--- config.mk ---
export PLATFORM = sky130hd
export DESIGN_NAME = ppgss_sequencer
export DESIGN_NICKNAME = d
export VERILOG_FILES = /design/src/logic/ppgss_pkg.sv /design/src/logic/ppgss_buf.sv /design/src/logic/ppgss_sequencer.sv
export SDC_FILE = /design/constraint.sdc
export NUM_CORES = 1
export LEC_CHECK = 0
export ABC_CLOCK_PERIOD_IN_PS = 4700
export CAP_MARGIN = 40
export CORE_MARGIN = 3
export CORE_UTILIZATION = 39
export DETAILED_ROUTE_END_ITERATION = 8
export DONT_BUFFER_PORTS = 1
export GPL_TIMING_DRIVEN = 1
export PLACE_DENSITY = 0.55
export SLEW_MARGIN = 30
export SYNTH_ARGS = -nofsm -noshare
export SYNTH_HDL_FRONTEND = slang
export SYNTH_SLANG_ARGS = --single-unit
--- constraint.sdc ---
create_clock -name clk -period 4.7 [get_ports clk]
set_input_delay 0.235 -clock clk [delete_from_list [all_inputs] [get_ports clk]]
set_output_delay 0.235 -clock clk [all_outputs]
set_load 0.05 [all_outputs]
--- src/logic/ppgss_pkg.sv ---
package ppgss_pkg;

    // ------------------------------------------------------------
    // Clock and timing
    // ------------------------------------------------------------
    localparam int CLK_HZ = 100_000_000;
    localparam int SCLK_HZ = 32_000;
    localparam int TICK_CYC = CLK_HZ / SCLK_HZ;
    localparam int CYC_PER_US = CLK_HZ / 1_000_000;
    localparam int T_OFFSET_US = 25;
    localparam int T_WIDTH_US = 3;
    localparam int T_PERIOD_US = 19;
    localparam int T_PROC_A_US = 68;
    localparam int T_PROC_B_US = 20;
    localparam int T_SLEEP_US = 200;
    localparam int OFFSET_CYC = T_OFFSET_US * CYC_PER_US;
    localparam int WIDTH_CYC = T_WIDTH_US * CYC_PER_US;
    localparam int GAP_CYC = (T_PERIOD_US - T_WIDTH_US) * CYC_PER_US;
    localparam int PROC_A_CYC = T_PROC_A_US * CYC_PER_US;
    localparam int PROC_B_CYC = T_PROC_B_US * CYC_PER_US;
    localparam int SLEEP_CYC = T_SLEEP_US * CYC_PER_US;

    // ------------------------------------------------------------
    // Register map
    // ------------------------------------------------------------
    localparam logic [7:0] ADDR_MODE = 8'h10;
    localparam logic [7:0] ADDR_CFG = 8'h11;
    localparam logic [7:0] ADDR_RATE = 8'h12;
    localparam logic [7:0] ADDR_PULSE_A = 8'h31;
    localparam logic [7:0] ADDR_PULSE_B = 8'h36;
    localparam logic [7:0] ADDR_SLOT_SYNC = 8'h38;
    localparam logic [7:0] ADDR_EXT_SYNC = 8'h4f;
    localparam logic [7:0] ADDR_WIDE_A_LO = 8'h70;
    localparam logic [7:0] ADDR_WIDE_A_HI = 8'h71;
    localparam logic [7:0] ADDR_WIDE_B_LO = 8'h72;
    localparam logic [7:0] ADDR_WIDE_B_HI = 8'h73;
    localparam logic [7:0] ADDR_NARROW_A = 8'h74;
    localparam logic [7:0] ADDR_NARROW_B = 8'h75;
    localparam logic [15:0] REG_RESET = 16'h0000;

    // ------------------------------------------------------------
    // Field positions and encodings
    // ------------------------------------------------------------
    localparam logic [1:0] MODE_STANDBY = 2'h0;
    localparam logic [1:0] MODE_PROGRAM = 2'h1;
    localparam logic [1:0] MODE_SAMPLE = 2'h2;
    localparam int CFG_AVG_A_LSB = 0;
    localparam int CFG_AVG_B_LSB = 4;
    localparam int CFG_EN_A = 8;
    localparam int CFG_EN_B = 9;
    localparam int CFG_FIFO_SEL = 12;
    localparam int CFG_WIDE_RAW = 13;
    localparam int SYNC_BUF_BIT = 1;
    localparam int SYNC_SEL_BIT = 2;
    localparam int PULSE_CNT_LSB = 8;

    // ------------------------------------------------------------
    // Data widths and carriers
    // ------------------------------------------------------------
    localparam int ADC_W = 14;
    localparam int BURST_W = 20;
    localparam int SACC_W = 27;
    localparam int WIDE_W = 32;
    localparam int NARROW_W = 16;

    typedef struct packed {
        logic wr;
        logic rd;
        logic [7:0] addr;
        logic [15:0] wdata;
    } ppgss_regreq_t;

    typedef struct packed {
        logic slot;
        logic [WIDE_W-1:0] data;
    } ppgss_word_t;

endpackage

--- src/logic/ppgss_buf.sv ---
`timescale 1ns/1ps
module ppgss_buf #(
    parameter int WIDTH = 33,
    parameter int DEPTH = 2
) (
    // Clock and reset
    input wire logic clk,
    input wire logic arst_n,
    // Fill side
    input wire logic in_valid,
    output logic in_ready,
    input wire logic [WIDTH-1:0] in_data,
    // Drain side
    output logic out_valid,
    input wire logic out_ready,
    output logic [WIDTH-1:0] out_data,
    output logic empty
);
    localparam int PW = (DEPTH > 1) ? $clog2(DEPTH) : 1;

    if (DEPTH < 2 || (1 << PW) != DEPTH) begin : g_bad_depth
        $error("ppgss_buf depth must be a power of two of at least two");
    end

    logic [WIDTH-1:0] mem [DEPTH];
    logic [PW-1:0] wp;
    logic [PW-1:0] rp;
    logic [PW:0] cnt;

    wire push = in_valid && in_ready;
    wire pop = out_valid && out_ready;

    assign in_ready = (cnt != (PW+1)'(DEPTH));
    assign out_valid = (cnt != '0);
    assign empty = (cnt == '0);
    assign out_data = mem[rp];

    always_ff @(posedge clk) begin
        if (push) begin
            mem[wp] <= in_data;
        end
    end

    always_ff @(posedge clk or negedge arst_n) begin
        if (!arst_n) begin
            wp <= '0;
            rp <= '0;
            cnt <= '0;
        end else begin
            if (push) begin
                wp <= wp + 1'b1;
            end
            if (pop) begin
                rp <= rp + 1'b1;
            end
            if (push && !pop) begin
                cnt <= cnt + 1'b1;
            end else if (pop && !push) begin
                cnt <= cnt - 1'b1;
            end
        end
    end

endmodule // ppgss_buf

--- src/logic/ppgss_sequencer.sv ---
// Functional notes
// (RULE_01) Mode zero: standby, no sampling, registers kept.
// (RULE_02) Comes out of reset in standby.
// (RULE_03) Mode one: programming, no pulsing.
// (RULE_04) Host passes through programming between states.
// (RULE_05) Mode two: sampling, pulses fired, data collected.
// (RULE_06) Sample sums one to 255 pulses.
// (RULE_07) Optional power-of-two averaging, outputs every N.
// (RULE_08) Sample rate divides the 32 kHz tick.
// (RULE_09) Host keeps period above slots plus sleep.
// (RULE_10) External sync rising edge starts next period.
// (RULE_11) Sync waits one to two ticks, then starts.
// (RULE_12) Host enables sync in prescribed order.
// (RULE_13) Sync source never exceeds maximum rate.
// (RULE_14) Each slot bursts its own emitter, windowed.
// (RULE_15) Converter results summed per slot, 20 bits.
// (RULE_16) Burst sum saturates at 20 bits.
// (RULE_17) Sample sum to 27 bits, zero-extended to 32.
// (RULE_18) Narrow outputs decimated and clipped to 16 bits.
// (RULE_19) Control bit clear gives averaged wide data.
// (RULE_20) Both slots feed FIFO only with equal factors.
// (RULE_21) Pulse count from upper byte of register.
// (RULE_22) Processing time 68 us slot A, 20 us B.
// (RULE_23) At least 200 us sleep between periods.
// (RULE_24) Slot A runs before slot B.
`timescale 1ns/1ps
module ppgss_sequencer #(
    parameter int PROC_A_CYC = ppgss_pkg::PROC_A_CYC,
    parameter int SLEEP_CYC = ppgss_pkg::SLEEP_CYC
) (
    // Clock and reset
    input wire logic clk,
    input wire logic arst_n,
    // Register port
    input wire ppgss_pkg::ppgss_regreq_t reg_req,
    output logic [15:0] reg_rdata,
    // Sync pin and converter
    input wire logic int_pin,
    input wire logic adc_valid,
    input wire logic [ppgss_pkg::ADC_W-1:0] adc_data,
    // Emitters and sensing window
    output logic red_emitter,
    output logic infrared_emitter,
    output logic afe_window,
    // FIFO word stream
    output logic out_valid,
    input wire logic out_ready,
    output ppgss_pkg::ppgss_word_t out_word
);
    if (PROC_A_CYC < 1 || PROC_A_CYC > 65536 || SLEEP_CYC < 1 ||
        SLEEP_CYC > 65536) begin : g_bad_param
        $error("ppgss_sequencer counts must fit sixteen bits");
    end

    typedef enum logic [2:0] {
        ST_IDLE, ST_OFFSET, ST_PULSE, ST_GAP, ST_PROC, ST_SLEEP
    } ppgss_state_t;

    // ------------------------------------------------------------
    // Registers
    // ------------------------------------------------------------
    logic [1:0] mode;
    logic [15:0] cfg;
    logic [15:0] rate;
    logic [15:0] pulse_a;
    logic [15:0] pulse_b;
    logic [15:0] slot_sync;
    logic [15:0] ext_sync;

    wire wr_mode = reg_req.wr && reg_req.addr == ppgss_pkg::ADDR_MODE;
    wire wr_cfg = reg_req.wr && reg_req.addr == ppgss_pkg::ADDR_CFG;
    wire wr_rate = reg_req.wr && reg_req.addr == ppgss_pkg::ADDR_RATE;
    wire wr_pa = reg_req.wr && reg_req.addr == ppgss_pkg::ADDR_PULSE_A;
    wire wr_pb = reg_req.wr && reg_req.addr == ppgss_pkg::ADDR_PULSE_B;
    wire wr_ss = reg_req.wr && reg_req.addr == ppgss_pkg::ADDR_SLOT_SYNC;
    wire wr_es = reg_req.wr && reg_req.addr == ppgss_pkg::ADDR_EXT_SYNC;

    always_ff @(posedge clk or negedge arst_n) begin
        if (!arst_n) begin
            mode <= ppgss_pkg::MODE_STANDBY; // RULE_02
            cfg <= ppgss_pkg::REG_RESET;
            rate <= ppgss_pkg::REG_RESET;
            pulse_a <= ppgss_pkg::REG_RESET;
            pulse_b <= ppgss_pkg::REG_RESET;
            slot_sync <= ppgss_pkg::REG_RESET;
            ext_sync <= ppgss_pkg::REG_RESET;
        end else begin
            if (wr_mode) mode <= reg_req.wdata[1:0];
            if (wr_cfg) cfg <= reg_req.wdata;
            if (wr_rate) rate <= reg_req.wdata;
            if (wr_pa) pulse_a <= reg_req.wdata;
            if (wr_pb) pulse_b <= reg_req.wdata;
            if (wr_ss) slot_sync <= reg_req.wdata;
            if (wr_es) ext_sync <= reg_req.wdata;
        end
    end

    wire is_sample = (mode == ppgss_pkg::MODE_SAMPLE); // RULE_05
    wire en_a = cfg[ppgss_pkg::CFG_EN_A];
    wire en_b = cfg[ppgss_pkg::CFG_EN_B];
    wire [2:0] lg_a = cfg[ppgss_pkg::CFG_AVG_A_LSB +: 3];
    wire [2:0] lg_b = cfg[ppgss_pkg::CFG_AVG_B_LSB +: 3];
    wire sync_en = ext_sync[ppgss_pkg::SYNC_SEL_BIT] &&
                   ext_sync[ppgss_pkg::SYNC_BUF_BIT]; // RULE_10

    // ------------------------------------------------------------
    // Sample clock tick, rate divider and external sync
    // ------------------------------------------------------------
    logic [11:0] tick_cnt;
    logic [15:0] rate_cnt;
    logic int_prev;
    logic sync_arm;
    logic sync_half;
    logic pending;
    logic start_go;

    wire tick = (tick_cnt == 12'(ppgss_pkg::TICK_CYC - 1));
    wire [16:0] rate_next = {1'b0, rate_cnt} + 17'h00001;
    wire rate_hit = rate_next >= {1'b0, rate};
    wire timer_fire = tick && is_sample && !sync_en && rate_hit; // RULE_08
    wire sync_rise = sync_en && is_sample && int_pin && !int_prev;
    wire sync_fire = sync_arm && tick && sync_half; // RULE_11
    wire next_pending = (pending && !start_go && is_sample) ||
                        timer_fire || sync_fire;

    always_ff @(posedge clk or negedge arst_n) begin
        if (!arst_n) begin
            tick_cnt <= '0;
            rate_cnt <= '0;
            int_prev <= 1'b0;
            sync_arm <= 1'b0;
            sync_half <= 1'b0;
            pending <= 1'b0;
        end else begin
            tick_cnt <= tick ? '0 : tick_cnt + 1'b1;
            int_prev <= int_pin;
            pending <= next_pending;
            if (!is_sample || sync_en) begin
                rate_cnt <= '0;
            end else if (tick) begin
                rate_cnt <= rate_hit ? '0 : rate_next[15:0];
            end
            if (!sync_en || !is_sample) begin
                sync_arm <= 1'b0;
            end else if (sync_rise) begin
                sync_arm <= 1'b1; // RULE_10
                sync_half <= 1'b0;
            end else if (sync_arm && tick) begin
                sync_half <= 1'b1;
                if (sync_half) sync_arm <= 1'b0;
            end
        end
    end

    // ------------------------------------------------------------
    // Slot sequencer
    // ------------------------------------------------------------
    ppgss_state_t state;
    ppgss_state_t next_state;
    logic cur_slot;
    logic next_slot;
    logic [15:0] timer;
    logic [15:0] next_timer;
    logic [7:0] left;
    logic [7:0] next_left;
    logic slot_end;
    logic buf_empty;

    wire [7:0] cnt_raw = cur_slot ? pulse_b[ppgss_pkg::PULSE_CNT_LSB +: 8]
                                  : pulse_a[ppgss_pkg::PULSE_CNT_LSB +: 8];
    wire [7:0] cnt_use = (cnt_raw == 8'h00) ? 8'h01 : cnt_raw; // RULE_21
    wire timer_done = (timer == 16'h0000);
    wire [15:0] proc_cyc = cur_slot ? 16'(ppgss_pkg::PROC_B_CYC - 1)
                                    : 16'(PROC_A_CYC - 1); // RULE_22

    assign start_go = state == ST_IDLE && is_sample && pending &&
                      buf_empty && (en_a || en_b);

    always_comb begin
        next_state = state;
        next_slot = cur_slot;
        next_timer = timer_done ? timer : timer - 16'h0001;
        next_left = left;
        slot_end = 1'b0;
        if (!is_sample) begin
            next_state = ST_IDLE; // RULE_01 RULE_03
        end else begin
            case (state)
                ST_IDLE: if (start_go) begin
                    next_state = ST_OFFSET;
                    next_slot = !en_a; // RULE_24
                    next_timer = 16'(ppgss_pkg::OFFSET_CYC - 1);
                end
                ST_OFFSET: if (timer_done) begin
                    next_state = ST_PULSE;
                    next_timer = 16'(ppgss_pkg::WIDTH_CYC - 1);
                    next_left = cnt_use; // RULE_06
                end
                ST_PULSE: if (timer_done) begin
                    next_state = ST_GAP;
                    next_timer = 16'(ppgss_pkg::GAP_CYC - 1);
                end
                ST_GAP: if (timer_done) begin
                    if (left > 8'h01) begin
                        next_state = ST_PULSE; // RULE_06
                        next_left = left - 8'h01;
                        next_timer = 16'(ppgss_pkg::WIDTH_CYC - 1);
                    end else begin
                        next_state = ST_PROC;
                        next_timer = proc_cyc; // RULE_22
                    end
                end
                ST_PROC: if (timer_done) begin
                    slot_end = 1'b1;
                    if (!cur_slot && en_b) begin
                        next_state = ST_OFFSET; // RULE_24
                        next_slot = 1'b1;
                        next_timer = 16'(ppgss_pkg::OFFSET_CYC - 1);
                    end else begin
                        next_state = ST_SLEEP;
                        next_timer = 16'(SLEEP_CYC - 1); // RULE_23
                    end
                end
                ST_SLEEP: if (timer_done) next_state = ST_IDLE;
                default: next_state = ST_IDLE;
            endcase
        end
    end

    always_ff @(posedge clk or negedge arst_n) begin
        if (!arst_n) begin
            state <= ST_IDLE;
            cur_slot <= 1'b0;
            timer <= '0;
            left <= '0;
            red_emitter <= 1'b0;
            infrared_emitter <= 1'b0;
            afe_window <= 1'b0;
        end else begin
            state <= next_state;
            cur_slot <= next_slot;
            timer <= next_timer;
            left <= next_left;
            red_emitter <= next_state == ST_PULSE && !next_slot; // RULE_14
            infrared_emitter <= next_state == ST_PULSE && next_slot;
            afe_window <= next_state == ST_PULSE; // RULE_14
        end
    end

    // ------------------------------------------------------------
    // Burst and sample accumulators, one per slot
    // ------------------------------------------------------------
    wire adc_take = adc_valid && (state == ST_PULSE || state == ST_GAP);
    wire wide_raw = cfg[ppgss_pkg::CFG_WIDE_RAW];
    wire fifo_both = en_a && en_b && (lg_a == lg_b); // RULE_20
    wire [1:0] fifo_mask = fifo_both ? 2'h3 :
                           (cfg[ppgss_pkg::CFG_FIFO_SEL] ? 2'h2 : 2'h1);
    wire [1:0] upd;

    for (genvar i = 0; i < 2; i++) begin : g_slot
        logic [ppgss_pkg::BURST_W-1:0] burst;
        logic [ppgss_pkg::SACC_W-1:0] sacc;
        logic [6:0] scnt;
        logic [ppgss_pkg::WIDE_W-1:0] wide;
        logic [ppgss_pkg::NARROW_W-1:0] narrow;
        wire [2:0] lg = (i == 0) ? lg_a : lg_b;
        wire mine = (cur_slot == 1'(i));
        wire [ppgss_pkg::BURST_W:0] bsum = {1'b0, burst} +
            {{(ppgss_pkg::BURST_W+1-ppgss_pkg::ADC_W){1'b0}}, adc_data};
        wire [ppgss_pkg::BURST_W-1:0] bsat =
            bsum[ppgss_pkg::BURST_W] ? '1 : bsum[ppgss_pkg::BURST_W-1:0];
        wire [ppgss_pkg::SACC_W-1:0] total = (scnt == 7'h00 ? '0 : sacc) +
            {{(ppgss_pkg::SACC_W-ppgss_pkg::BURST_W){1'b0}}, burst};
        wire [7:0] nm1 = (8'h01 << lg) - 8'h01;
        wire last = ({1'b0, scnt} == nm1); // RULE_07
        wire [ppgss_pkg::SACC_W-1:0] avg = total >> lg;
        wire [ppgss_pkg::WIDE_W-1:0] wide_next = wide_raw
            ? {{(ppgss_pkg::WIDE_W-ppgss_pkg::SACC_W){1'b0}}, total}
            : {{(ppgss_pkg::WIDE_W-ppgss_pkg::BURST_W){1'b0}},
               avg[ppgss_pkg::BURST_W-1:0]}; // RULE_17 RULE_19
        wire [ppgss_pkg::NARROW_W-1:0] narrow_next =
            (|avg[ppgss_pkg::SACC_W-1:ppgss_pkg::NARROW_W]) ? '1
            : avg[ppgss_pkg::NARROW_W-1:0]; // RULE_18
        wire end_i = slot_end && mine;
        assign upd[i] = end_i && last;

        always_ff @(posedge clk or negedge arst_n) begin
            if (!arst_n) begin
                burst <= '0;
                sacc <= '0;
                scnt <= '0;
                wide <= '0;
                narrow <= '0;
            end else begin
                if (state == ST_OFFSET && mine) begin
                    burst <= '0;
                end else if (adc_take && mine) begin
                    burst <= bsat; // RULE_15 RULE_16
                end
                if (end_i) begin
                    sacc <= total; // RULE_17
                    scnt <= last ? 7'h00 : scnt + 7'h01;
                end
                if (upd[i]) begin
                    wide <= wide_next; // RULE_07
                    narrow <= narrow_next; // RULE_18
                end
            end
        end
    end

    // ------------------------------------------------------------
    // FIFO word buffer and register reads
    // ------------------------------------------------------------
    ppgss_pkg::ppgss_word_t push_word;
    assign push_word.slot = cur_slot;
    assign push_word.data = cur_slot ? g_slot[1].wide_next
                                     : g_slot[0].wide_next;
    wire push = |(upd & fifo_mask); // RULE_20

    ppgss_buf #(
        .WIDTH($bits(ppgss_pkg::ppgss_word_t)),
        .DEPTH(2)
    ) u_buf (
        .clk(clk),
        .arst_n(arst_n),
        .in_valid(push),
        .in_ready(),
        .in_data(push_word),
        .out_valid(out_valid),
        .out_ready(out_ready),
        .out_data(out_word),
        .empty(buf_empty)
    );

    wire [7:0] ra = reg_req.addr;
    wire [15:0] rd_mux =
        ra == ppgss_pkg::ADDR_MODE ? {14'h0000, mode} :
        ra == ppgss_pkg::ADDR_CFG ? cfg :
        ra == ppgss_pkg::ADDR_RATE ? rate :
        ra == ppgss_pkg::ADDR_PULSE_A ? pulse_a :
        ra == ppgss_pkg::ADDR_PULSE_B ? pulse_b :
        ra == ppgss_pkg::ADDR_SLOT_SYNC ? slot_sync :
        ra == ppgss_pkg::ADDR_EXT_SYNC ? ext_sync :
        ra == ppgss_pkg::ADDR_WIDE_A_LO ? g_slot[0].wide[15:0] :
        ra == ppgss_pkg::ADDR_WIDE_A_HI ? g_slot[0].wide[31:16] :
        ra == ppgss_pkg::ADDR_WIDE_B_LO ? g_slot[1].wide[15:0] :
        ra == ppgss_pkg::ADDR_WIDE_B_HI ? g_slot[1].wide[31:16] :
        ra == ppgss_pkg::ADDR_NARROW_A ? g_slot[0].narrow :
        ra == ppgss_pkg::ADDR_NARROW_B ? g_slot[1].narrow : 16'h0000;

    always_ff @(posedge clk or negedge arst_n) begin
        if (!arst_n) begin
            reg_rdata <= 16'h0000;
        end else if (reg_req.rd) begin
            reg_rdata <= rd_mux;
        end
    end
endmodule // ppgss_sequencer

; ---- Yosys cells after proc, flatten, opt, wreduce, memory -nomap -nowiden
; Memories as Yosys holds them, arrays and structs flattened.
; Cells that the tools add are included.
[classes]
n_eq_ne = 28
n_lt_le_gt_ge = 2
muxes = 79
reduce_logical = 76
n_addsub = 16
shifts = 4
bitwise_logic = 3
[op_table]
columns = op, count
row1 = $mux 16, 25
row2 = $mux 27, 5
row3 = $mux 20, 6
row4 = $pmux 16 s5, 1
row5 = $eq 8x7->1 const B, 7
row6 = $add 27x20->27, 2
row7 = $shr 27x3->27, 2
row8 = $add 20x14->21, 2
row9 = $logic_and 1x1->1, 40
row10 = $mux 8, 5
row11 = $mux 3, 9
row12 = $mux 13, 2
row13 = $eq 8x5->1 const B, 3
row14 = $eq 8x6->1 const B, 3
row15 = $sub 8x1->8 const B, 3
row16 = $reduce_or 11->1, 2
row17 = $pmux 3 s6, 1
row18 = $add 16x1->17 const B, 1
row19 = $ge 17x16->1, 1
row20 = $eq 7x8->1, 2
row21 = $logic_not 16->1, 1
row22 = $pmux 8 s2, 1
row23 = $shl 1x3->8 const A, 2
row24 = $sub 16x1->16 const B, 1
row25 = other kinds (32), 81
[word_totals]
memories = 1
out_inout_bits = 53
wordCells = 243
in_bits = 45
regBits = 385
ramBits = 56
[mem_list]
columns = name, words, word_bits, read_ports, rd_ports_with_merged_regs, wr, line
row1 = u_buf.mem, 2, 28, 1, 0, 1, ppgss_buf.sv:25  ; logic [WIDTH-1:0] mem [DEPTH];

; ---- Longest topological paths before layout
[depth]
ltp_word = 14
depth_mapped = 21
depth_no_buf = 17

; ---- Cells and area by module
; Synthesis repeated with hierarchy kept, for this count alone.
[unflattened]
hier_cells = 2913
hier_area_um2 = 27482.6
[by_module_without_submodules]
columns = mod, n_inst, cells_per_inst, area_per_inst_um2
row1 = ppgss_sequencer, 1, 2791, 24748.7
row2 = ppgss_buf, 1, 122, 2733.9

; ---- Least setup slack after synthesis
; No wires, ideal clock.
[synth_path]
path_kind = reg-to-reg
start = reg g_slot[1].scnt[3]
end = reg g_slot[1].narrow[10] (netlist bit)
path_buffers = 3
arrival_ps = 4872
period_less_slack_ps = 4998
path_slack_ps = -298
required_time_ps = 4574
setup_ps = 126
path_stages_with_launch = 19
cell_sequence = dfrtp_1 -> or4_4 -> or2_1 -> clkbuf_1 -> clkbuf_1 -> and2_1 -> ha_1 -> fa_1 -> a211oi_1 -> o21ai_1 -> o22ai_2 -> a211o_1 -> a31oi_1 -> o2111a_1 -> a2111oi_0 -> a41oi_1 -> a2111oi_4 -> buf_6 -> a21oi_1
[synth_between]
elab_chain_len = 6
word_cells_on_any_way = 8
cone_classes = add/sub: 1 / eq/ne: 1 / shift: 1 / mux: 2 / reduce/logical: 3
[synth_rtl]
columns = element, line
row1 = "start, declared", ppgss_sequencer.sv:263  ; logic [6:0] scnt;
row2 = "start signal, assigned", ppgss_sequencer.sv:302  ; scnt <= last ? 7'h00 : scnt + 7'h01;
row3 = $logic_not 7->1, ppgss_sequencer.sv:272  ; wire [ppgss_pkg::SACC_W-1:0] total = (scnt == 7'h00 ? '0 : sacc) +
row4 = $mux 27, ppgss_sequencer.sv:272
row5 = $add 27x20->27, ppgss_sequencer.sv:272
row6 = $shr 27x3->27, ppgss_sequencer.sv:276  ; wire [ppgss_pkg::SACC_W-1:0] avg = total >> lg;
row7 = $reduce_or 11->1, ppgss_sequencer.sv:282  ; (|avg[ppgss_pkg::SACC_W-1:ppgss_pkg::NARROW_W]) ? '1
row8 = $mux 16, ppgss_sequencer.sv:282
row9 = "end signal, assigned", ppgss_sequencer.sv:306  ; narrow <= narrow_next;
row10 = "end, declared", ppgss_sequencer.sv:265  ; logic [ppgss_pkg::NARROW_W-1:0] narrow;
; Several ways; a longest one is shown, not always the timed one.
; A chain may end at the register's enable or synchronous reset.

==> flow_summary.json <==
{
  "postSynthCellCount": 2904,
  "cap_viol_max_count": 0,
  "synth_cell_types": 89,
  "ios": 98,
  "start_util_pct": 39.7,
  "grt_pass1_wl_um": 137000,
  "dr.first_iter.drc_count": 2073,
  "path_clk_slew_ps": 60,
  "drc": 0,
  "post_drt_wl_per_cell_um": 22.7,
  "rows": 95,
  "cp_cell_sequence": "or4_4 -> or2_4 -> and2_4 -> ha_4 -> fa_2 -> a211oi_2 -> o21ai_2 -> o22ai_4 -> a2111o_1 -> a21oi_2 -> xnor2_2 -> o311a_1 -> mux4_2 -> mux2_4 -> mux2i_1",
  "dieArea_mm2": 0.0722,
  "ant_nets": 0,
  "hold_viol": 375,
  "slew_headroom_pct": 31.0,
  "insertion_delay_ps": 620,
  "cpMaxStageDelayCell": "or4_4",
  "nNetsFinal": 3187,
  "tns_ps": 0,
  "violations": "hold timing",
  "cts_tree": "yes",
  "num_antenna_cells": 0,
  "synth_ff_type": "dfrtp_1",
  "fin_crit_ps": 4700,
  "period_share_pct": 100,
  "vias": 23511,
  "finalMaxSlewViolations": 0,
  "hpwl_um": 65100,
  "core_mm2": 0.0678,
  "die-height_um": 269,
  "cts_made_buffers": 50,
  "fin_skew_ps": 43.6,
  "drt_pass1_iterations": 6,
  "ys_warn_count": 0,
  "die_w_um": 269,
  "async_flop_share_pct": 87.0,
  "worstSetupStartpointType": "register",
  "overflow": 0,
  "vias_per_cell": 5.94,
  "finalSetupViolCount": 0,
  "io_buffer_count": 0,
  "grt.total_usage_pct": 24.3,
  "yosysSeqAreaShare_pct": 41.1,
  "rsz0062_at_grt": "true",
  "final_area_mm2": 0.0317,
  "postSynthAreaPerCell_um2": 9.27,
  "fin_hold_ws_ps": -685,
  "cts.sinks": 431,
  "antenna_found_initial": 3,
  "hold_path_class": "in -> async",
  "outcome": "finished with violations",
  "cts-root-buf": "clkbuf_16",
  "synth-seq-cells": 431,
  "p_leak_nw": 14.0,
  "cp.required_ps": 5150,
  "synth_edf_count": 56,
  "peakVddDrop_mv": 0.275,
  "arrival_ps": 5150,
  "rr_worst_depth": 15,
  "crit_fanout": 6,
  "routed_wl_um": 89800,
  "area_delta_synth_final_pct": 17.6,
  "critical_path_class": "reg -> reg",
  "grt_max_degree": 376,
  "cts_buffer_depth": 3,
  "synth.cell_area_mm2": 0.0269,
  "max_freq_mhz": 213,
  "n_fill_cell": 6404,
  "power_density_mw_per_mm2": 277,
  "slowest_delay_ps": 600,
  "drive_gt1_share_pct": 19.9,
  "grt_pass1_vias": 22578,
  "worst_pin_slew_ps": 1040,
  "dpl_cell_area_mm2": 0.0291,
  "htree_num_levels": 2,
  "routabilityCongestion": 0.934,
  "critPathCaptureType": "register"
}
==> area by class of cell <==
type	count	area (um^2)	area share [%]
Multi-Input combinational cell	2231	15400	48.8
Clock inverter	28	335	1.06
Timing Repair Buffer	245	2030	6.43
Tap cell	873	1090	3.45
Inverter	83	312	0.984
Clock buffer	64	1380	4.34
Sequential cell	431	11100	35.0
==> metal layers <==
| metal | share of wire, % | track usage [%] |
|---|---|---|
| met5 | 0.040 | 0 |
| met2 | 45 | 38.5 |
| met4 | 3.4 | 8.00 |
| met3 | 6.4 | 4.21 |
| met1 | 45 | 33.9 |
==> kinds of logic (layout without fill, tap and decap cells) <==
family	Yosys count	in the layout	synth area share, %
AO/OA/AOI/OAI	832	832	19.5
XOR/XNOR	106	106	3.45
adder cells (fa/ha/maj)	100	100	4.76
buffers and inverters	248	420	3.58
flip-flops	431	431	41.1
multiplexers	253	253	11.3
other	1	5	0.0139
AND/OR/NAND/NOR	933	935	16.3
==> synthesized netlist by cell type, types with 45 or more instances <==
cell type / count / share of area (%)
mux2_2: 167 / 7.0
inv_1: 77 / 1.1
ha_1: 96 / 4.5
xnor2_1: 61 / 2.0
nor3_1: 60 / 1.1
mux2i_1: 61 / 2.3
xor2_1: 45 / 1.5
o21ai_0: 239 / 4.4
a21oi_1: 221 / 4.1
and2_1: 62 / 1.4
dfrtp_1: 375 / 35
clkbuf_1: 140 / 2.0
edfxtp_1: 56 / 6.2
nand2_1: 308 / 4.3
nand3_1: 86 / 1.6
nor2_1: 235 / 3.3
==> flip-flops by register name, summed over array words and instances, names as in the netlist, 16 cells and up <==
signal         count
cfg               16
g_slot.narrow     32
rate              16
pulse_b           16
g_slot.wide       54
g_slot.sacc       54
ext_sync          16
timer             16
reg_rdata         16
rate_cnt          16
slot_sync         16
g_slot.burst      40
pulse_a           16
u_buf.mem         56
==> power by group <==
group	internal (mW)	total [mW]	switching, mW
clock	2.41	4.09	1.68
combinational	0.261	0.731	0.469
sequential	3.84	3.94	0.106
==> stage by stage <==
step / setup WS (ps) / util [%] / power [mW] / std cells
4_1_cts: -0.545 / 45.9 / 8.82 / 3935
3_5_place_dp: -63.1 / 42.9 / 4.69 / 3814
2_1_floorplan: 7.62 / - / 4.48 / 2908
3_3_place_gp: -91.9 / 42.8 / 4.67 / 3807
6_report: 2.06 / 46.7 / 8.76 / 3955
5_1_grt: -130 / 46.7 / 9.05 / 3955
==> worst paths after layout <==
path,startpoint,end,slack (ps)
min,arst_n,tick_cnt[5],-690
min in group clk,adc_data[10],g_slot[0].burst[10],50
max,g_slot[1].scnt[3],u_buf.mem[0][17],2
max in group asynchronous,arst_n,g_slot[1].burst[18],4880
max reg2reg,g_slot[1].scnt[3],u_buf.mem[0][17],2
min reg2reg,g_slot[0].sacc[11],g_slot[0].sacc[11],460
==> worst max-delay path, delay by kind of cell, from the launching register on <==
kind            cells  cell delay [ps]
fa+ha+maj           2              510
flops               1              380
mux                 3              920
simple gates        3             1070
compound gates      6             1490
xor+xnor            1              150
==> cell usage in the layout, fill, tap and decap left out, drive strengths merged, types with 25 or more instances in the layout <==
cell / Yosys / routed
mux2i: 61 / 61
a22oi: 35 / 35
clkbuf: 140 / 66
buf: 25 / 216
nand3: 86 / 86
mux4: 25 / 25
and3: 32 / 32
dlygate4sd3: 0 / 27
nor2: 235 / 235
dfrtp: 375 / 375
a31oi: 37 / 37
o21ai: 256 / 256
nor4: 31 / 31
nor3: 60 / 60
nand2: 308 / 308
xor2: 45 / 45
ha: 96 / 96
inv: 81 / 84
a21o: 33 / 33
edfxtp: 56 / 56
nand2b: 25 / 25
a21oi: 221 / 221
a211oi: 27 / 27
xnor2: 61 / 61
o21a: 28 / 28
and2: 62 / 62
mux2: 167 / 167
==> what timing repair did <==
item                                    CTS  global route
cloned                                    0             3
buffers inserted                          2            12
endpoints found under the hold margin   495           377
pin swaps                                 4            39
endpoints found under the setup margin   32            84
hold buffers                             27             1
gates resized for setup                   5            75
Power figures use the tool's default switching activity.
